File: config.mk
export PLATFORM = sky130hd
export DESIGN_NAME = e1nb_national_bits
export DESIGN_NICKNAME = d
export VERILOG_FILES = /design/src/common/e1nb_pkg.sv /design/src/rtl/e1nb_byte_reg.sv /design/src/rtl/e1nb_national_bits.sv
export SDC_FILE = /design/constraint.sdc
export NUM_CORES = 1
export LEC_CHECK = 0
export ABC_AREA = 1
export BUFFER_PORTS_ARGS = -buffer_cell sky130_fd_sc_hd__clkbuf_2
export CAP_MARGIN = 15
export CORE_MARGIN = 2
export CORE_UTILIZATION = 50
export DETAILED_ROUTE_END_ITERATION = 8
export PLACE_DENSITY = 0.71
export SYNTH_ARGS = -nofsm -noshare
export SYNTH_HDL_FRONTEND = slang
export SYNTH_SLANG_ARGS = --single-unit
File: constraint.sdc
create_clock -name clk -period 1.8 [get_ports clk]
set_input_delay 0.45 -clock clk [delete_from_list [all_inputs] [get_ports clk]]
set_output_delay 0.45 -clock clk [all_outputs]
set_load 0.005 [all_outputs]
File: src/common/e1nb_pkg.sv
// Package with register map, field positions and timing constants for the E1 national bit block.
package e1nb_pkg;
    // ==========================================================
    // Register map
    localparam logic [7:0] ADDR_TX_ALIGN = 8'h20;
    localparam logic [7:0] ADDR_TX_NONALIGN = 8'h21;
    localparam logic [7:0] ADDR_RX_ALIGN = 8'h28;
    localparam logic [7:0] ADDR_RX_NONALIGN = 8'h29;
    localparam logic [7:0] REG_RESET = 8'h00;
    // ==========================================================
    // Field positions
    localparam int SI_BIT = 7;
    localparam int NFAS_BIT = 6;
    localparam int ALARM_BIT = 5;
    localparam int SA_MSB = 4;
    localparam int TCR_SA_LO = 3;
    localparam int TCR_SA_HI = 7;
    // ==========================================================
    // Timing
    localparam int CLK_MHZ = 50;
    localparam int HOST_WINDOW_US = 250;
    localparam int HOST_WINDOW_CYC = HOST_WINDOW_US * CLK_MHZ;
    localparam logic [2:0] BIT_LAST = 3'h7;

    // Host register port request.
    typedef struct packed {
        logic wr;
        logic rd;
        logic [7:0] addr;
        logic [7:0] wdata;
    } e1nb_req_t;

    // Overrides from other framer features.
    typedef struct packed {
        logic si_from_serial;
        logic crc4_mode;
        logic auto_ebit;
        logic [7:0] transmit_control_register;
    } e1nb_ovr_t;

    typedef enum logic [1:0] {
        ST_IDLE = 2'b00,
        ST_ALIGN = 2'b01,
        ST_NONALIGN = 2'b11
    } e1nb_state_t;
endpackage : e1nb_pkg

File: src/rtl/e1nb_byte_reg.sv
// Two-byte storage with registered read data for the overhead bytes.
`timescale 1ns/100ps
module e1nb_byte_reg (
    input wire logic clk,
    input wire logic rst,
    input wire logic we,
    input wire logic [7:0] wd_align,
    input wire logic [7:0] wd_nonalign,
    output logic [7:0] rd_align,
    output logic [7:0] rd_nonalign
);
    import e1nb_pkg::*;
    logic [7:0] a_d;
    logic [7:0] n_d;

    always_comb
    begin
        a_d = rd_align;
        n_d = rd_nonalign;
        if (we)
        begin
            a_d = wd_align;
            n_d = wd_nonalign;
        end
    end

    always_ff @(posedge clk)
    begin
        if (rst)
        begin
            rd_align <= REG_RESET;
            rd_nonalign <= REG_RESET;
        end
        else
        begin
            rd_align <= a_d;
            rd_nonalign <= n_d;
        end
    end
endmodule : e1nb_byte_reg

File: src/rtl/e1nb_national_bits.sv
// Timeslot-0 overhead byte access: receive capture and transmit insertion.
`timescale 1ns/100ps
module e1nb_national_bits (
    input wire logic clk,
    input wire logic rst,
    input wire e1nb_pkg::e1nb_req_t host_req,
    output logic [7:0] host_rdata,
    input wire e1nb_pkg::e1nb_ovr_t ovr,
    input wire logic rx_ts0_valid,
    input wire logic rx_ts0_bit,
    input wire logic rx_ts0_last,
    input wire logic rx_frame_is_align,
    input wire logic tx_ts0_req,
    input wire logic tx_ovr_bit,
    output logic tx_ts0_bit,
    output logic tx_ts0_is_align,
    output logic rx_align_flag,
    output logic tx_align_flag
);
    import e1nb_pkg::*;

    // ==========================================================
    // Host writable transmit bytes
    logic [7:0] tx_align_frame_byte_q, tx_align_frame_byte_d;
    logic [7:0] tx_nonalign_frame_byte_q, tx_nonalign_frame_byte_d;
    logic [7:0] rx_align_frame_byte;
    logic [7:0] rx_nonalign_frame_byte;
    logic [7:0] host_rdata_d;

    function automatic logic hit(input logic [7:0] a, input logic [7:0] b);
        hit = (a == b);
    endfunction : hit

    always_comb
    begin
        tx_align_frame_byte_d = tx_align_frame_byte_q;
        tx_nonalign_frame_byte_d = tx_nonalign_frame_byte_q;
        host_rdata_d = host_rdata;
        if (host_req.wr && hit(host_req.addr, ADDR_TX_ALIGN))
            tx_align_frame_byte_d = host_req.wdata;
        if (host_req.wr && hit(host_req.addr, ADDR_TX_NONALIGN))
            tx_nonalign_frame_byte_d = host_req.wdata;
        if (host_req.rd)
        begin
            case (host_req.addr)
                ADDR_TX_ALIGN: host_rdata_d = tx_align_frame_byte_q;
                ADDR_TX_NONALIGN: host_rdata_d = tx_nonalign_frame_byte_q;
                ADDR_RX_ALIGN: host_rdata_d = rx_align_frame_byte;
                ADDR_RX_NONALIGN: host_rdata_d = rx_nonalign_frame_byte;
                default: host_rdata_d = REG_RESET;
            endcase
        end
    end

    // ==========================================================
    // Receive capture
    // Bits shift in MSB first, so the finished byte already has Si in bit 7.
    logic [7:0] rx_shift_q, rx_shift_d;
    logic rx_align_done_q, rx_align_done_d;
    logic [7:0] rx_hold_align_q, rx_hold_align_d;
    logic rx_we;
    logic rx_align_flag_d;

    always_comb
    begin
        rx_shift_d = rx_shift_q;
        rx_align_done_d = rx_align_done_q;
        rx_hold_align_d = rx_hold_align_q;
        rx_we = 1'b0;
        rx_align_flag_d = 1'b0;
        if (rx_ts0_valid)
        begin
            rx_shift_d = {rx_shift_q[6:0], rx_ts0_bit};
            if (rx_ts0_last && rx_frame_is_align)
            begin
                rx_hold_align_d = {rx_shift_q[6:0], rx_ts0_bit};
                rx_align_done_d = 1'b1;
            end
            else if (rx_ts0_last && rx_align_done_q)
            begin
                // Both bytes are committed together with the flag.
                rx_we = 1'b1;
                rx_align_flag_d = 1'b1;
                rx_align_done_d = 1'b0;
            end
        end
    end

    e1nb_byte_reg u_rx_store (
        .clk(clk),
        .rst(rst),
        .we(rx_we),
        .wd_align(rx_hold_align_q),
        .wd_nonalign(rx_shift_d),
        .rd_align(rx_align_frame_byte),
        .rd_nonalign(rx_nonalign_frame_byte)
    );

    // ==========================================================
    // Transmit insertion
    // A frame pair starts with the align byte; sampling happens only at its start,
    // so a late host write waits for the next pair and old data is resent.
    e1nb_state_t st_q, st_d;
    logic [2:0] bit_q, bit_d;
    logic [7:0] smp_align_q, smp_align_d;
    logic [7:0] smp_nonalign_q, smp_nonalign_d;
    logic tx_ts0_bit_d;
    logic tx_is_align_d;
    logic tx_align_flag_d;
    logic [7:0] cur;
    logic si_ovr;
    logic sa_ovr;

    assign si_ovr = ovr.si_from_serial | ovr.crc4_mode | ovr.auto_ebit;
    assign sa_ovr = |ovr.transmit_control_register[TCR_SA_HI:TCR_SA_LO];

    always_comb
    begin
        st_d = st_q;
        bit_d = bit_q;
        smp_align_d = smp_align_q;
        smp_nonalign_d = smp_nonalign_q;
        tx_ts0_bit_d = tx_ts0_bit;
        tx_is_align_d = tx_ts0_is_align;
        tx_align_flag_d = 1'b0;
        cur = (st_q == ST_NONALIGN) ? smp_nonalign_q : smp_align_q;
        if (tx_ts0_req)
        begin
            if (st_q == ST_IDLE || (st_q == ST_NONALIGN && bit_q == BIT_LAST))
            begin
                smp_align_d = tx_align_frame_byte_q;
                smp_nonalign_d = tx_nonalign_frame_byte_q;
                tx_align_flag_d = 1'b1;
                cur = tx_align_frame_byte_q;
                st_d = ST_ALIGN;
                bit_d = 3'h0;
            end
            else if (bit_q == BIT_LAST)
            begin
                st_d = ST_NONALIGN;
                cur = smp_nonalign_q;
                bit_d = 3'h0;
            end
            else
                bit_d = bit_q + 3'h1;
            tx_is_align_d = (st_d == ST_ALIGN);
            // MSB first, Si at bit 7 and Sa bits at 4..0.
            tx_ts0_bit_d = cur[3'(SI_BIT) - bit_d];
            if (bit_d == 3'h0 && si_ovr)
                tx_ts0_bit_d = tx_ovr_bit;
            if (st_d == ST_NONALIGN && bit_d >= 3'(SI_BIT - SA_MSB) && sa_ovr)
                tx_ts0_bit_d = tx_ovr_bit;
        end
    end

    always_ff @(posedge clk)
    begin
        if (rst)
        begin
            tx_align_frame_byte_q <= REG_RESET;
            tx_nonalign_frame_byte_q <= REG_RESET;
            host_rdata <= REG_RESET;
            rx_shift_q <= REG_RESET;
            rx_align_done_q <= 1'b0;
            rx_hold_align_q <= REG_RESET;
            rx_align_flag <= 1'b0;
            st_q <= ST_IDLE;
            bit_q <= 3'h0;
            smp_align_q <= REG_RESET;
            smp_nonalign_q <= REG_RESET;
            tx_ts0_bit <= 1'b0;
            tx_ts0_is_align <= 1'b0;
            tx_align_flag <= 1'b0;
        end
        else
        begin
            tx_align_frame_byte_q <= tx_align_frame_byte_d;
            tx_nonalign_frame_byte_q <= tx_nonalign_frame_byte_d;
            host_rdata <= host_rdata_d;
            rx_shift_q <= rx_shift_d;
            rx_align_done_q <= rx_align_done_d;
            rx_hold_align_q <= rx_hold_align_d;
            rx_align_flag <= rx_align_flag_d;
            st_q <= st_d;
            bit_q <= bit_d;
            smp_align_q <= smp_align_d;
            smp_nonalign_q <= smp_nonalign_d;
            tx_ts0_bit <= tx_ts0_bit_d;
            tx_ts0_is_align <= tx_is_align_d;
            tx_align_flag <= tx_align_flag_d;
        end
    end

    // ==========================================================
    // Checks
    AST_RX_FLAG_UPDATE: assert property (@(posedge clk) disable iff (rst)
        rx_align_flag |-> rx_nonalign_frame_byte == $past(rx_shift_d))
        else $error("Receive bytes not updated with flag.");
    AST_RX_HOLD: assert property (@(posedge clk) disable iff (rst)
        !rx_align_flag |-> $stable(rx_align_frame_byte))
        else $error("Receive byte changed without flag.");
    AST_TX_SAMPLE: assert property (@(posedge clk) disable iff (rst)
        tx_align_flag |-> smp_align_q == $past(tx_align_frame_byte_q))
        else $error("Transmit byte not sampled at flag.");
    AST_TX_KEEP: assert property (@(posedge clk) disable iff (rst)
        !tx_align_flag |-> $stable(smp_nonalign_q))
        else $error("Sampled transmit byte changed between flags.");
    AST_SA_OVR: assert property (@(posedge clk) disable iff (rst)
        (tx_ts0_req && sa_ovr && st_d == ST_NONALIGN && bit_d >= 3'h3) |=>
        tx_ts0_bit == $past(tx_ovr_bit))
        else $error("Sa bit not overridden.");
    AST_SI_OVR: assert property (@(posedge clk) disable iff (rst)
        (tx_ts0_req && si_ovr && bit_d == 3'h0) |=> tx_ts0_bit == $past(tx_ovr_bit))
        else $error("Si bit not overridden.");
    AST_ALARM: assert property (@(posedge clk) disable iff (rst)
        (tx_ts0_req && st_d == ST_NONALIGN && bit_d == 3'h2) |=>
        tx_ts0_bit == $past(smp_nonalign_q[ALARM_BIT]))
        else $error("Alarm bit not sent from nonalign byte.");
    AST_ALT: assert property (@(posedge clk) disable iff (rst)
        (tx_ts0_req && st_q == ST_ALIGN && bit_q == BIT_LAST) |=> !tx_ts0_is_align)
        else $error("Frames do not alternate.");
endmodule : e1nb_national_bits

Word level (Yosys, flattened, before mapping)
Cells that the tools add are included.
{ "totals": {"word_cells": 70, "output_inout_bits": 12, "inputBits": 37, "regBits": 82} }
{ "classes": {"muxes": 22, "bitwise_logic": 3, "add_sub_neg": 2, "reduce_logical": 17, "n_lt_le_gt_ge": 2, "eq_ne": 8} }
{ "ops": {"columns": ["op", "n"], "rows": [
  ["$mux 8", 5],
  ["$eq 8x6->1 const B", 4],
  ["$pmux 8 s4", 1],
  ["$mux 1", 9],
  ["$mux 3", 3],
  ["$logic_and 1x1->1", 8],
  ["$mux 2", 3],
  ["$reduce_and 2->1", 3],
  ["$reduce_or 5->1", 1],
  ["$eq 2x2->1 const B", 2],
  ["$lt 3x4->1 const B", 1],
  ["$add 3x1->3 const B", 1],
  ["$bmux 1 s3", 1],
  ["$eq 3x3->1 const B", 1],
  ["$ge 3x2->1 const B", 1],
  ["$logic_not 3->1", 1],
  ["$sub 3x3->3 const A", 1],
  ["$eq 2x1->1 const B", 1],
  ["$logic_not 2->1", 1],
  ["$or 1x1->1", 2],
  ["$reduce_bool 2->1", 1],
  ["$reduce_or 2->1", 1],
  ["$logic_or 1x1->1", 1],
  ["$not 1->1", 1]
]} }

Logic depth before layout (Yosys ltp)
{ "depth": {"depth_word": 10, "depth_mapped": 13, "mapped_depth_nobuf": 13} }

By module
Synthesis repeated with hierarchy kept, for this count alone.
{ "unflattened": {"hier_cells": 503, "area_unflattened_um2": 3667.3} }
{ "by_module_without_submodules": {"columns": ["mod", "cells_each", "area_per_inst_um2", "seq_area_each_um2", "n_inst"], "rows": [
  ["e1nb_national_bits", 402, 2996.6, 1321.3, 1],
  ["e1nb_byte_reg", 101, 670.6, 320.3, 1]
]} }

Worst setup path before layout
OpenSTA, ideal clock, no wires.
{ "synth_path": {"kind": "flip-flop to flip-flop", "from": "register bit_q[0]", "to": "register tx_ts0_bit", "stages_incl_launch_ff": 13, "period_less_slack_ns": 1.640, "setup_ns": 0.131, "t_arrival_ns": 1.510, "path_buffers": 0, "slack_ns": 0.160, "t_required_ns": 1.669, "path_cell_list": "dfxtp_1 > ha_1 > ha_1 > nor2_1 > nand2_1 > nand2_1 > nor2_1 > nand2_1 > nand2_1 > nor2_1 > nand3_1 > nand2_1 > a21oi_2"} }
{ "synth_between": {"elab_chain_len": 10, "word_cells_on_any_way": 24, "cone_classes": "2 x add/sub; 1 x order compare; 2 x eq/ne; 13 x mux; 6 x reduce/logical"} }
{ "synth_rtl": {"columns": ["element", "line", "text"], "rows": [
  ["start, declared", "e1nb_national_bits.sv:104", "logic [2:0] bit_q, bit_d;"],
  ["start signal, assigned", "e1nb_national_bits.sv:185", "bit_q <= bit_d;"],
  ["branches (longest 9 deep; another with $add 3x1->3)", null, null],
  ["$mux 1 *", "e1nb_national_bits.sv:151", "if (st_d == ST_NONALIGN && bit_d >= 3'(SI_BIT - SA_MSB) && sa_ovr)"],
  ["end signal, assigned", "e1nb_national_bits.sv:188", "tx_ts0_bit <= tx_ts0_bit_d;"],
  ["end, declared", "e1nb_national_bits.sv:15", "output logic tx_ts0_bit,"]
]} }
Mark *: on every way between the ends. The select of a mux whose other input is x is not followed.
A chain may end at the register's enable or synchronous reset.

Final worst setup path
Ends and elaborated chain as after synthesis.

==> impl_results.md <==
- Status: complete, no violations
- Mapped Area: approximately 3400 sq um
- Die Y: between 80 and 90 um
- Max-slew violation count: 0
- CTS tree: yes
- Reg2reg end: tx_ts0_bit$_SDFFE_PP0P_
- P&R area growth vs syn: 17.8%
- Total wire length: 7.45 mm
- Final nets: approximately 540
- Part of the cycle the worst path needs: 0.940
- DRC Markers: 0
- Post-DRT Antenna Nets: 0
- Hold EP: tx_nonalign_frame_byte_q[6]$_SDFFE_PP0P_
- Initial antenna violation count: 0
- Max cap viols: 0
- Antenna cells: 0
- Sequential area share after synthesis: 0.479
- Most frequent cells in the layout: dfxtp_1 (81), o21ai_0 (64), inv_1 (56)
- Main synth FF type: dfxtp_1
- GPL Wtd Cong: 0.839
- Port Buffers: 45
- R2R depth: 13
- Pwr Density: ~890 nW/um^2
- Avg WL per Cell: roughly 13 um
- Crit-path max FO: 5
- CP Capture Type: flop
- Clk buf depth: 2
- Synth top area share: 0.479
- First-iteration detailed-routing DRC count: 74
- Final hold slack: approximately 0.4 ns
- Vias: 3050
- Multi-input logic area: 1500 sq um
- Minimum clock period: ~1.7 ns
- H-tree levels: 3
- Syn Inst Count: ~450
- Chip width: about 87 um
- Syn_area_per_cell: around 7.7 sq um
- Setup violators final: 0
- Kind of critical path: reg2reg
- Largest net degree at the start of global routing: 63
- Static Leakage: approximately 1.6 nW
- Number of synthesis warnings: 0
- # fillers: between 600 and 700
- Finished Cell Area: 4040 sq um
- Largest cells by area after synthesis: dfxtp_1 (48%), o21ai_0 (9.3%), a21oi_1 (7.7%)
- Reg2Reg Launch Point: bit_q[0]$_SDFFE_PP0P_
- Inserted Clock Buffers: 9
- Fin util: 0.601
- DIE AREA: around 7500 sq um
- Worst slew margin: 0.717
- Final Hold Vio Count: 0
- Hold Startpoint: host_req[6]
- Setup TNS: 0 ns
- Clk_lat worst skew: 0.34 ns
- GRT Overall Usage: 0.209
- Maximum clock frequency: approximately 0.59 GHz
- Hpwl dp: 5.38 mm
- CORE AREA: roughly 6700 sq um
- Area after DPL: between 3000 and 4000 sq um
- Global-route wire length before repair: 12.4 mm
- Worst EP arrival: slightly below 2 ns
- Post-DR vias/cell: 5.26
- Total grt overflow: 0
- Total Power: around 3.6 mW
- Drt pass-1 iters: 4
- Initial Utilization: 0.510
- Asr flop ratio synth: 0
- Fin Clk Skew: ~0.0056 ns
- Area leader, netlist: dfxtp_1
- Max VDD drop: 0.000640 V
- I/O pin cnt: slightly below 50
- Worst-Margin Slew: between 0.4 and 0.5 ns
- Root buffer selected by CTS: clkbuf_8
- Leading cell type in the layout, fill and taps excluded: dfxtp_1
- Total clock sinks: 82
- Startpoint types: flop
- Clk pin slew, worst setup/hold paths: 0.08 ns
- Post-synth EDFFs: 0
- Worst path required time: 2.03 ns
- Unique masters post-synth: 30
- # rows: 30
- Layout cell share with drive strength beyond 1: 0.202
- Min-delay worst type: in2reg
- Yosys reg bits: about 80
- Reg2Reg Setup Slack: between 0.1 and 0.15 ns
- Syn nets: 485
- Number of global-route vias before repair: ~2.8k
- Hold path depth: 3
- Register area: 1650 sq um
-- state kept, by name, summed over array words and instances, names as in the netlist --
register and count:
rx_hold_align_q 8, tx_ts0_is_align 1, host_rdata 8, st_q 2, smp_nonalign_q 8, smp_align_q 8, tx_align_frame_byte_q 8, u_rx_store.rd_align 8
rx_shift_q 8, tx_align_flag 1, rx_align_flag 1, bit_q 3, rx_align_done_q 1, u_rx_store.rd_nonalign 8, tx_ts0_bit 1, tx_nonalign_frame_byte_q 8
-- logic make-up (layout without fill, tap and decap cells) --
group,count (synthesis),in the layout,share of synthesized area
adder cells (fa/ha/maj),2,2,0.00730
flip-flops,82,82,0.479
AND/OR/NAND/NOR,143,143,0.198
buffers and inverters,78,132,0.0938
AO/OA/AOI/OAI,141,141,0.222
-- synthesized netlist by cell type (4+ instances only) --
| cell type | n |
|---|---|
| nor2_1 | 31 |
| nand2_1 | 53 |
| nand2_4 | 4 |
| buf_2 | 5 |
| inv_2 | 6 |
| clkbuf_1 | 8 |
| o21ai_2 | 4 |
| o22ai_1 | 5 |
| o21ai_0 | 64 |
| nand3_1 | 42 |
| o21ai_1 | 8 |
| inv_1 | 56 |
| dfxtp_1 | 82 |
| a21oi_1 | 53 |
-- timing repair --
action / in CTS / in global routing
buffers inserted: 0 / 0
hold buffers: 0 / 0
setup endpoints to repair: 0 / 17
resized for setup: 0 / 11
-- where the power goes --
part / leakage, nW / internal [mW] / total [mW] / switching, mW
registers: 0.666 / 1.85 / 1.87 / 0.0179
logic: 0.858 / 0.110 / 0.284 / 0.174
clock network: 0.106 / 0.815 / 1.45 / 0.631
-- routing by layer --
layer | vias up | share of wire | track usage
met5 | - | 0 | 0
met3 | 8 | 0.028 | 0.0571
li1 | 1588 | - | -
met1 | 1407 | 0.44 | 0.250
met4 | 0 | 0.013 | 0.0710
met2 | 47 | 0.52 | 0.361
-- worst max-delay path: stages (launching register included) --
cell     delay [ns]
dfxtp_4        0.37
ha_2           0.20
ha_4           0.20
nand3_1        0.10
nand2_2        0.08
inv_2          0.06
nand2_2        0.08
nand2_1        0.05
nand2_1        0.06
nand2_1        0.06
nor2_1         0.08
nand3_1        0.09
nand2_1        0.09
a21oi_2        0.05
-- through the flow --
step / setup WS, ns / std cells
2_1_floorplan: 0.160 / 446
3_3_place_gp: 0.0165 / 565
3_5_place_dp: -0.0205 / 565
4_1_cts: 0.00111 / 580
5_1_grt: -0.0136 / 580
6_report: 0.108 / 580
-- cell type report --
cell class | instances | share of cell area
Timing Repair Buffer | 55 | 0.0836
Multi-Input combinational cell | 286 | 0.371
Tap cell | 80 | 0.0248
Clock inverter | 4 | 0.0189
Sequential cell | 82 | 0.407
Clock buffer | 11 | 0.0350
Inverter | 62 | 0.0589
-- how the worst max path moves through the flow --
stage / from / endpoint / slack (ns) / depth (start not counted)
after floorplan: bit_q[0]$_SDFFE_PP0P_ / tx_ts0_bit$_SDFFE_PP0P_ / 0.16 / 12
after global placement: host_req[9] / host_rdata[1]$_SDFFE_PP0P_ / 0.02 / 7
after detailed placement: host_req[9] / host_rdata[1]$_SDFFE_PP0P_ / -0.02 / 7
after CTS: bit_q[0]$_SDFFE_PP0P_ / tx_ts0_bit$_SDFFE_PP0P_ / 0.001 / 12
after global routing: bit_q[0]$_SDFFE_PP0P_ / tx_ts0_bit$_SDFFE_PP0P_ / -0.01 / 13
final: bit_q[0]$_SDFFE_PP0P_ / tx_ts0_bit$_SDFFE_PP0P_ / 0.11 / 13
(Power assumes the default switching activity.)
